File: src/core/tv_out_pkg.sv
// constants and types shared by the tv encoder output port
// ==========================================================
package tv_out_pkg;
   // ==========================================================
   // widths and video geometry defaults
   localparam int COMP_W = 8;
   localparam int FIFO_DEPTH = 4;
   localparam int LINE_LEN = 1716;
   localparam int ACTIVE_START = 276;
   localparam int LINES_PER_FIELD = 262;
   localparam int VS_LEN = 3;
   localparam int EVEN_VS_OFFSET = 858;
   localparam int DATA_LSB = 10;
   localparam int DATA_MSB = 17;
   // ==========================================================
   // pixel clock: received from the video pll, sampled and re-driven by the port
   localparam int PIX_FREQ_KHZ = 27000;
   localparam logic [7:0] IDLE_BYTE = 8'h80;

   typedef enum logic [2:0] {
      ST_IDLE = 3'b001,
      ST_RUN = 3'b010,
      ST_HOLD = 3'b100
   } run_state_t;
endpackage : tv_out_pkg

File: src/core/tv_fifo.sv
// small valid/ready fifo sitting in the component path
`timescale 1ns/1ps
module tv_fifo #(
   parameter int WIDTH = 8,
   parameter int DEPTH = 4
) (
   // clock and reset
   input wire logic mclk,
   input wire logic rstn,
   // fill side
   input wire logic in_valid,
   output logic in_ready,
   input wire logic [WIDTH-1:0] in_data,
   // drain side
   output logic out_valid,
   input wire logic out_ready,
   output logic [WIDTH-1:0] out_data
);
   localparam int AW = (DEPTH > 1) ? $clog2(DEPTH) : 1;
   initial begin
      if (DEPTH < 2 || (DEPTH & (DEPTH - 1)) != 0) $error("tv_fifo depth must be a power of two >= 2");
   end
   logic [WIDTH-1:0] mem_ff [DEPTH];
   logic [AW:0] wr_ff, nxt_wr, rd_ff, nxt_rd;
   logic push, pop;

   assign in_ready = (wr_ff - rd_ff) != (AW+1)'(DEPTH);
   assign out_valid = wr_ff != rd_ff;
   assign out_data = mem_ff[rd_ff[AW-1:0]];
   assign push = in_valid && in_ready;
   assign pop = out_valid && out_ready;

   always_comb begin
      nxt_wr = push ? wr_ff + 1'b1 : wr_ff;
      nxt_rd = pop ? rd_ff + 1'b1 : rd_ff;
   end

   always_ff @(posedge mclk) begin
      if (!rstn) begin
         wr_ff <= '0;
         rd_ff <= '0;
      end else begin
         wr_ff <= nxt_wr;
         rd_ff <= nxt_rd;
      end
      if (push) begin
         mem_ff[wr_ff[AW-1:0]] <= in_data;
      end
   end
endmodule : tv_fifo

File: src/core/tv_encoder_out.sv
// tv encoder video output port: pixel clock, syncs and component byte stream
`timescale 1ns/1ps
module tv_encoder_out
   import tv_out_pkg::*;
#(
   parameter int LINE_CYCLES = LINE_LEN,
   parameter int ACTIVE_FROM = ACTIVE_START,
   parameter int FIELD_LINES = LINES_PER_FIELD,
   parameter int VSYNC_CYCLES = VS_LEN,
   parameter int EVEN_OFFSET = EVEN_VS_OFFSET
) (
   // clock and reset
   input wire logic mclk,
   input wire logic rstn,
   // pixel clock from the video pll, 27 MHz
   input wire logic tv_clk_src,
   // control
   input wire logic enable,
   // component stream in
   input wire logic comp_valid,
   output logic comp_ready,
   input wire logic [COMP_W-1:0] comp_data,
   // encoder pins
   output logic tv_pixel_clock,
   output logic tv_line_sync_n,
   output logic tv_field_sync_n,
   output logic tv_data_valid_n,
   output logic [DATA_MSB:DATA_LSB] display_data_upper_byte,
   // status
   output logic underrun,
   output logic odd_field
);
   initial begin
      if (ACTIVE_FROM < 1 || ACTIVE_FROM >= LINE_CYCLES) $error("active start out of line");
      if (EVEN_OFFSET < 1 || EVEN_OFFSET >= LINE_CYCLES) $error("even field offset out of line");
      if (VSYNC_CYCLES < 1 || VSYNC_CYCLES > LINE_CYCLES - EVEN_OFFSET) $error("bad field sync length");
      if (FIELD_LINES < 2) $error("field too short");
      if (LINE_CYCLES > 65536 || FIELD_LINES > 65536) $error("counts exceed the 16-bit counters");
   end

   // ==========================================================
   // pixel clock sampling: two flops, then edge detect on the second stage onward
   // the source is sampled, never used as a clock, so the port stays in the mclk domain;
   // limitation: mclk must run above twice the pixel rate or pixel edges are lost
   logic sync1_ff, sync2_ff, sync3_ff;
   logic pix_fall;
   always_ff @(posedge mclk) begin
      if (!rstn) begin
         sync1_ff <= 1'b0;
         sync2_ff <= 1'b0;
         sync3_ff <= 1'b0;
      end else begin
         sync1_ff <= tv_clk_src;
         sync2_ff <= sync1_ff;
         sync3_ff <= sync2_ff;
      end
   end
   assign pix_fall = !sync2_ff && sync3_ff;

   // ==========================================================
   // fifo in the component path
   // four bytes absorb the gap between producer bursts and the paced pixel slots
   logic fifo_valid, fifo_ready;
   logic [COMP_W-1:0] fifo_data;
   tv_fifo #(.WIDTH(COMP_W), .DEPTH(FIFO_DEPTH)) u_fifo (
      .mclk(mclk),
      .rstn(rstn),
      .in_valid(comp_valid),
      .in_ready(comp_ready),
      .in_data(comp_data),
      .out_valid(fifo_valid),
      .out_ready(fifo_ready),
      .out_data(fifo_data)
   );

   // wraps to zero at lim, so the column and row counters need no wrap compare of their own
   function automatic logic [15:0] wrap_inc(input logic [15:0] v, input int lim);
      wrap_inc = (int'(v) + 1 >= lim) ? 16'h0000 : v + 16'h0001;
   endfunction : wrap_inc

   // ==========================================================
   // timing state
   // 16-bit counters cover any broadcast raster; the start-up check refuses larger ones
   run_state_t st_ff, nxt_st;
   logic [15:0] col_ff, nxt_col, row_ff, nxt_row;
   logic odd_ff, nxt_odd;
   logic [15:0] vs_cnt_ff, nxt_vs_cnt;
   logic hs_ff, nxt_hs, vs_ff, nxt_vs, dv_ff, nxt_dv;
   logic [COMP_W-1:0] dat_ff, nxt_dat;
   logic pclk_ff, nxt_pclk, und_ff, nxt_und;
   logic active, last_col, last_row;

   assign last_col = int'(col_ff) == LINE_CYCLES - 1;
   assign last_row = int'(row_ff) == FIELD_LINES - 1;
   assign active = int'(col_ff) >= ACTIVE_FROM;
   // a byte is consumed only when the pixel slot is active and the fifo has one
   assign fifo_ready = (st_ff == ST_RUN) && pix_fall && active && !last_col && fifo_valid;

   always_comb begin
      nxt_st = st_ff;
      nxt_col = col_ff;
      nxt_row = row_ff;
      nxt_odd = odd_ff;
      nxt_vs_cnt = vs_cnt_ff;
      nxt_hs = hs_ff;
      nxt_vs = vs_ff;
      nxt_dv = dv_ff;
      nxt_dat = dat_ff;
      nxt_und = 1'b0;
      nxt_pclk = sync2_ff;
      case (st_ff)
         ST_IDLE: begin
            // idle keeps every strobe deasserted and the bus at the blank level
            nxt_hs = 1'b1;
            nxt_vs = 1'b1;
            nxt_dv = 1'b1;
            nxt_dat = IDLE_BYTE;
            if (enable && pix_fall) begin
               // first row of an odd field: both syncs fall together
               nxt_st = ST_RUN;
               nxt_col = '0;
               nxt_row = '0;
               nxt_odd = 1'b1;
               nxt_hs = 1'b0;
               nxt_vs = 1'b0;
               nxt_vs_cnt = 16'(VSYNC_CYCLES - 1);
            end
         end
         ST_RUN: begin
            if (pix_fall) begin
               // outputs change on the falling pixel edge so the encoder samples on the rise
               nxt_col = wrap_inc(col_ff, LINE_CYCLES);
               nxt_hs = !last_col;
               if (vs_cnt_ff != '0) begin
                  nxt_vs_cnt = vs_cnt_ff - 16'h0001;
               end else begin
                  nxt_vs = 1'b1;
               end
               if (last_col) begin
                  nxt_row = wrap_inc(row_ff, FIELD_LINES);
                  if (last_row && !odd_ff) begin
                     nxt_odd = 1'b1;
                     nxt_vs = 1'b0;
                     nxt_vs_cnt = 16'(VSYNC_CYCLES - 1);
                  end
               end
               if (last_row && odd_ff && int'(col_ff) == EVEN_OFFSET - 1) begin
                  // mid-line field sync keeps the even field edge away from line sync
                  nxt_odd = 1'b0;
                  // rows count afresh, or the odd-field test at the end of this very line fires at once
                  nxt_row = '0;
                  nxt_vs = 1'b0;
                  nxt_vs_cnt = 16'(VSYNC_CYCLES - 1);
               end
               // an active slot that finds the fifo empty goes out blank and is flagged
               if (!last_col && active) begin
                  nxt_dv = !fifo_valid;
                  nxt_dat = fifo_valid ? fifo_data : IDLE_BYTE;
                  nxt_und = !fifo_valid;
               end else begin
                  nxt_dv = 1'b1;
                  nxt_dat = IDLE_BYTE;
               end
               if (!enable && last_col && last_row) begin
                  nxt_st = ST_HOLD;
               end
            end
         end
         ST_HOLD: begin
            // let the last line sync pulse finish before going quiet
            if (pix_fall) begin
               nxt_st = ST_IDLE;
               nxt_hs = 1'b1;
               nxt_vs = 1'b1;
               nxt_dv = 1'b1;
            end
         end
         default: begin
            nxt_st = ST_IDLE;
         end
      endcase
   end

   always_ff @(posedge mclk) begin
      if (!rstn) begin
         st_ff <= ST_IDLE;
         col_ff <= '0;
         row_ff <= '0;
         odd_ff <= 1'b0;
         vs_cnt_ff <= '0;
         hs_ff <= 1'b1;
         vs_ff <= 1'b1;
         dv_ff <= 1'b1;
         dat_ff <= IDLE_BYTE;
         pclk_ff <= 1'b0;
         und_ff <= 1'b0;
      end else begin
         st_ff <= nxt_st;
         col_ff <= nxt_col;
         row_ff <= nxt_row;
         odd_ff <= nxt_odd;
         vs_cnt_ff <= nxt_vs_cnt;
         hs_ff <= nxt_hs;
         vs_ff <= nxt_vs;
         dv_ff <= nxt_dv;
         dat_ff <= nxt_dat;
         pclk_ff <= nxt_pclk;
         und_ff <= nxt_und;
      end
   end

   // ==========================================================
   // pins
   assign tv_pixel_clock = pclk_ff;
   assign tv_line_sync_n = hs_ff;
   assign tv_field_sync_n = vs_ff;
   assign tv_data_valid_n = dv_ff;
   assign display_data_upper_byte = dat_ff;
   assign underrun = und_ff;
   assign odd_field = odd_ff;
endmodule : tv_encoder_out

File: config.mk
export PLATFORM = sky130hd
export DESIGN_NAME = tv_encoder_out
export DESIGN_NICKNAME = d
export VERILOG_FILES = /design/src/core/tv_out_pkg.sv /design/src/core/tv_fifo.sv /design/src/core/tv_encoder_out.sv
export SDC_FILE = /design/constraint.sdc
export NUM_CORES = 1
export LEC_CHECK = 0
export BUFFER_PORTS_ARGS = -buffer_cell sky130_fd_sc_hd__clkbuf_2
export CAP_MARGIN = 20
export CORE_ASPECT_RATIO = 1.25
export CORE_MARGIN = 10
export CORE_UTILIZATION = 45
export DETAILED_ROUTE_END_ITERATION = 16
export GPL_TIMING_DRIVEN = 0
export SKIP_CTS_REPAIR_TIMING = 1
export SYNTH_ARGS = -nofsm -noshare
export SYNTH_HDL_FRONTEND = slang
export SYNTH_SLANG_ARGS = --single-unit
File: constraint.sdc
create_clock -name mclk -period 5.85 [get_ports mclk]
set_clock_uncertainty 0.15 [all_clocks]
set_input_delay 0.585 -clock mclk [delete_from_list [all_inputs] [get_ports mclk]]
set_output_delay 0.585 -clock mclk [all_outputs]
set_load 0.02 [all_outputs]
==> results.toml, run 1 <==
[route]
drt_first_pass_iters = 5
drcViolationCount = 0
wirelength_um = 12000
route.antenna.remaining_nets = 0
drt_first_iter_violations = 228
vias_after_detailed_routing = 4207
detail_route.wl_per_cell_um = 15.8
post_drt_via_cell_ratio = 5.51

[sta]
fin_crit_ns = 2.95
setup-tns-final_ns = 0
setup-violations-final = 0
worstMarginPinSlew_ns = 0.685
maxSlewHeadroom_pct = 54.2
layout_worst_path_cycle_share_pct = 50.5
report.final.hold_viol_count = 0
finalMaxSlewViolations = 0
rsz0062_at_grt = "no"
hold-worst-slack_ns = 0.304
fmaxAchievable_ghz = 0.338

[worst_setup_path]
start_kind = "flip-flop"
cp_class = "reg2reg"
critPathCaptureType = "flip-flop"
timing.critical_path.arrival_ns = 3.07
worstPathRequired_ns = 5.97
crit_fanout = 10

[power_and_ir_drop]
peakVddDrop_mv = 0.155
pwr_density_cell_mw_per_mm2 = 238
p_leak_nw = 2.24

[floorplanning]
number_of_primary_i_o_pins = 28
floorplan.initialDensity_pct = 46.3
chipHeight_um = 143
die_area_mm2 = 0.0169
die-width_um = 118
placeableCoreArea_mm2 = 0.0117
placementRows = 44

[yosys]
ys_async_sr_fraction_pct = 0
syn_inst = 560
synthMostInstantiatedCell = "dfxtp_1"
post_synth.cell_area_avg_um2 = 9.69
synth_edf_count = 32
netlist_area_pre_place_mm2 = 0.00542
yosys.area.top_type_share_pct = 27.7
synth_top_flop_cell = "dfxtp_1"
ys_top_cells_by_area = "dfxtp_1, edfxtp_1, nor2_1"
synth-seq-area-share_pct = 45.4
synthTopCellsByCount = "dfxtp_1, nor2_1, nand2_1"
synth_top_cell_by_area = "dfxtp_1"
synth_cell_type_count = 67
yosys_register_bits = 107
yosys_warns = 0
synth_nets = 586

[global_route]
grt_pass1_wl_um = 20100
initial_antenna_violation_count = 0
grt_use_total_pct = 14.4
vias_in_the_first_global_route = 4126
pin_count_of_the_biggest_net_entering_global_routing = 18
globalRouteOverflowTotal = 0

[placement]
place_congestion = 0.867
dp_hpwl_um = 8730
buffer_ports.inserted = 26
place_inst = 747

[finish]
fillers = 1095
n_antenna_cell = 0
finalNonFillerCells = 763
area.growth.synth_to_final_pct = 11.6
drive_above_1_share_pct = 15.9
nets = 623

[clocking]
clock_tree.root_cell = "clkbuf_16"
tritoncts_clock_tree = "built"
cts.path.max_buffers = 2
clock_network_latency_to_the_later_pin_of_the_worst_skew_pair_ns = 0.34
htree_num_levels = 3
cts_num_sinks = 107
cts_made_buffers = 9
clk_transition_reported_paths_ns = 0.07

[flow_run]
timing.max_cap.violations = 0

[hold_path]
hp-class = "reg2reg"

[run_status]
run_status = "completed"
[placed cells by master, fill, tap and decap left out, types with 14 or more instances in the layout]
cell / instances
and3_1: 15
dfxtp_1: 75
nand2_1: 45
clkbuf_1: 17
nand4_1: 15
a21oi_1: 14
edfxtp_1: 32
xnor2_1: 20
nor3_1: 18
inv_1: 18
nor2_1: 61
nand3_1: 15
clkbuf_2: 27
[metal layers]
layer / vias up / wire [um] / global-route usage (%) / part of all wire [%]
met5: - / 0 / 0 / 0
met4: 0 / 200 / 5.15 / 1.7
met3: 18 / 303 / 2.60 / 2.5
met2: 66 / 6130 / 25.8 / 51
met1: 2011 / 5380 / 16.7 / 45
li1: 2112 / - / - / -
[final timing paths]
| path | startpoint | end | slack [ns] | depth (start not counted) |
|---|---|---|---|---|
| hold / removal | sync1_ff | nxt_pclk | 0.30 | 1 |
| hold reg to reg | sync1_ff | nxt_pclk | 0.30 | 1 |
| setup reg to reg | col_ff[0] | col_ff[9] | 2.90 | 9 |
| setup / recovery | col_ff[0] | col_ff[9] | 2.90 | 9 |
[stage by stage]
step / total power (W) / instance area, um2 / worst slack (ns) / util [%]
6_report: 0.00144 / 6050 / 2.90 / 51.6
5_1_grt: 0.00149 / 6050 / 2.65 / 51.6
4_1_cts: 0.00146 / 6050 / 2.85 / 51.6
3_5_place_dp: 0.000857 / 5760 / 2.86 / 49.1
3_3_place_gp: 0.000856 / 5760 / 2.94 / 49.1
2_1_floorplan: 0.000836 / 5420 / 3.38 / -
[worst max-delay path, cell delays in order (launching register included)]
cell,delay (ns)
dfxtp_1,0.46
ha_1,0.35
nand3_2,0.22
nor4_2,0.44
xnor2_1,0.17
o211ai_1,0.18
a2111oi_4,0.55
buf_6,0.23
o21ai_2,0.06
o21ai_1,0.08
[cell type report]
| class | instances | area (um2) | share of cell area (%) |
|---|---|---|---|
| Tap cell | 161 | 201 | 3.33 |
| Inverter | 18 | 67.6 | 1.12 |
| Multi-Input combinational cell | 398 | 2700 | 44.7 |
| Timing Repair Buffer | 26 | 130 | 2.15 |
| Clock inverter | 6 | 66.3 | 1.10 |
| Clock buffer | 10 | 229 | 3.78 |
| Sequential cell | 107 | 2460 | 40.7 |
| Buffer | 37 | 190 | 3.14 |
[power by group]
group / total (W) / internal [W] / switching, W
Clock: 0.000602 / 0.000332 / 0.000270
Combinational: 0.0000556 / 0.0000193 / 0.0000364
Sequential: 0.000784 / 0.000778 / 0.00000564
Total: 0.00144 / 0.00113 / 0.000312
[flip-flops by register name (all words and copies together) (netlist names), 3 cells and up, named ones only]
| register | count |
|---|---|
| col_ff | 16 |
| u_fifo.mem_ff | 32 |
| u_fifo.rd_ff | 3 |
| u_fifo.wr_ff | 3 |
| display_data_upper_byte | 8 |
| row_ff | 16 |
| st_ff | 3 |
| vs_cnt_ff | 16 |
[kinds of logic (layout without fill, tap and decap cells)]
logic type,after synthesis,in the layout,share of synthesized area [%]
fa+ha+maj,13,13,3.00
compound gates,100,100,14.4
xor+xnor,22,22,3.55
simple gates,252,252,25.0
buf+inv,55,97,4.75
mux,11,11,3.90
flops,107,107,45.4
Power figures use the tool's default switching activity.
==> inputs of run 2 (changes only) <==
==> constraint.sdc (replaced) <==
create_clock -name mclk -period 2.97 [get_ports mclk]
set_clock_uncertainty 0.15 [all_clocks]
set_input_delay 0.297 -clock mclk [delete_from_list [all_inputs] [get_ports mclk]]
set_output_delay 0.297 -clock mclk [all_outputs]
set_load 0.02 [all_outputs]
==> run 2 against run 1 <==
Clock-buffer cell count unchanged. Design area up 0.29%. Via count down 0.78%. Worst hold slack worse by 0.29 ns. Die area unchanged. First-iteration DRC count up 5.7%. Final cell count unchanged. Combinational power up 98%. Routed wire length about the same. Register-to-register slack worse by 2.7 ns.
==> results.toml, run 2 (same netlist as run 1, synthesis figures left out) <==
[clocking]
cts_made_buffers = 9
clk_transition_reported_paths_ns = 0.07
cts_num_sinks = 107
clock_network_latency_to_the_later_pin_of_the_worst_skew_pair_ns = 0.35
cts.path.max_buffers = 2
tritoncts_clock_tree = "built"
clock_tree.root_cell = "clkbuf_16"
htree_num_levels = 3

[worst_setup_path]
critPathCaptureType = "flip-flop"
regToRegStartpoint = "row_ff[0]"
start_kind = "flip-flop"
rr_endpoint = "row_ff[6]"
cp_class = "reg2reg"
cpMaxStageDelayCell = "dfxtp_1"
timing.reg2reg.worst_path_depth = 8
path_cells = "ha_1, nor4b_1, nand4_1, nor4_2, o21ai_1, and2_1, clkbuf_1, a21o_1"
setup_slack_on_the_worst_flop_to_flop_path_ns = 0.18
worstPathRequired_ns = 3.07
timing.critical_path.arrival_ns = 2.88
critical-path-max-stage-delay_ns = 0.43
crit_fanout = 9

[global_route]
vias_in_the_first_global_route = 4126
grt_pass1_wl_um = 20100
pin_count_of_the_biggest_net_entering_global_routing = 18
globalRouteOverflowTotal = 0
initial_antenna_violation_count = 0
grt_use_total_pct = 14.4

[run_status]
run_status = "completed"

[sta]
rsz0062_at_grt = "no"
worstMarginPinSlew_ns = 0.691
report.final.hold_viol_count = 0
fmaxAchievable_ghz = 0.359
maxSlewHeadroom_pct = 53.9
finalMaxSlewViolations = 0
layout_worst_path_cycle_share_pct = 93.9
fin_crit_ns = 2.79
setup-violations-final = 0

[power_and_ir_drop]
pwr_density_cell_mw_per_mm2 = 468
peakVddDrop_mv = 0.305
post-layout-total-power_w = 0.00284
p_leak_nw = 2.26

[finish]
largest_register_ff_count = 32
final_cell_mix = "dfxtp_1, nor2_1, nand2_1"
final_common_cell = "dfxtp_1"
final_area_mm2 = 0.00607
n_antenna_cell = 0
fillers = 1090
drive_above_1_share_pct = 16.3
fin_util_pct = 51.7
area.growth.synth_to_final_pct = 11.9
nets = 623

[route]
route.antenna.remaining_nets = 0
drcViolationCount = 0
wirelength_um = 12000
drt_first_pass_iters = 5
vias_after_detailed_routing = 4174
drt_first_iter_violations = 241
post_drt_via_cell_ratio = 5.47
detail_route.wl_per_cell_um = 15.8

[floorplanning]
die-width_um = 118
number_of_primary_i_o_pins = 28
placeableCoreArea_mm2 = 0.0117
floorplan.initialDensity_pct = 46.3
chipHeight_um = 143
die_area_mm2 = 0.0169
placementRows = 44

[placement]
place_area_mm2 = 0.00576
buffer_ports.inserted = 26
dp_hpwl_um = 8730
place_congestion = 0.867

[flow_run]
timing.max_cap.violations = 0

[hold_path]
min-delay-start = "comp_data[6]"
hold_depth = 1
hp-class = "in2reg"
min_to = "u_fifo.mem_ff[3][6]"
==> run 2: final cells by class <==
cell class                 count  area, um2  area share [%]
multi-input combinational    398       2720            44.8
sequential                   107       2460            40.6
clock buffer                  10        229            3.77
tap                          161        201            3.32
buffer                        37        190            3.13
timing repair buffer          26        130            2.14
inverter                      18       67.6            1.11
clock inverter                 6       66.3            1.09
==> run 2: worst max-delay path by stage <==
stage,slack (ns),end,start
6_report,0.18,row_ff[6],row_ff[0]
5_1_grt,0.01,row_ff[7],row_ff[0]
4_1_cts,-0.03,col_ff[9],col_ff[0]
3_5_place_dp,-0.02,col_ff[9],col_ff[0]
3_3_place_gp,0.06,col_ff[10],col_ff[0]
2_1_floorplan,0.50,col_ff[3],col_ff[0]
==> run 2: per-layer routing <==
layer  track usage (%)  share of wire (%)  vias to the layer above
met5                 0                  0                        -
met4              5.15                1.2                        0
met3              2.60                3.1                       11
met2              25.8                 51                       64
met1              16.7                 44                     1986
li1                  -                  -                     2113
==> run 2: per-stage QoR <==
stage | worst slack, ns | cells | TNS (ns) | hold slack (ns)
floorplan | 0.502 | 560 | 0 | 0.246
global placement | 0.0561 | 747 | 0 | 0.269
detailed placement | -0.0183 | 747 | -0.0286 | 0.284
CTS | -0.0305 | 763 | -0.0710 | 0.00727
global route | 0.0127 | 763 | 0 | 0.0162
finish | 0.181 | 763 | 0 | 0.0182
==> run 2: worst max-delay path: cells and delay by family (launching register included) <==
kind                       cells  cell delay [ns]
buffers and inverters          1             0.23
adders and majority gates      1             0.23
and+or+nand+nor                4             1.18
DFF                            1             0.43
AOI/OAI and AO/OA              2             0.46
==> run 2: report_power, final <==
group	internal (W)	switching (W)	total (W)	leakage (nW)
Combinational	0.0000381	0.0000718	0.000110	1.23
Sequential	0.00153	0.0000111	0.00154	0.899
Clock	0.000654	0.000533	0.00119	0.135
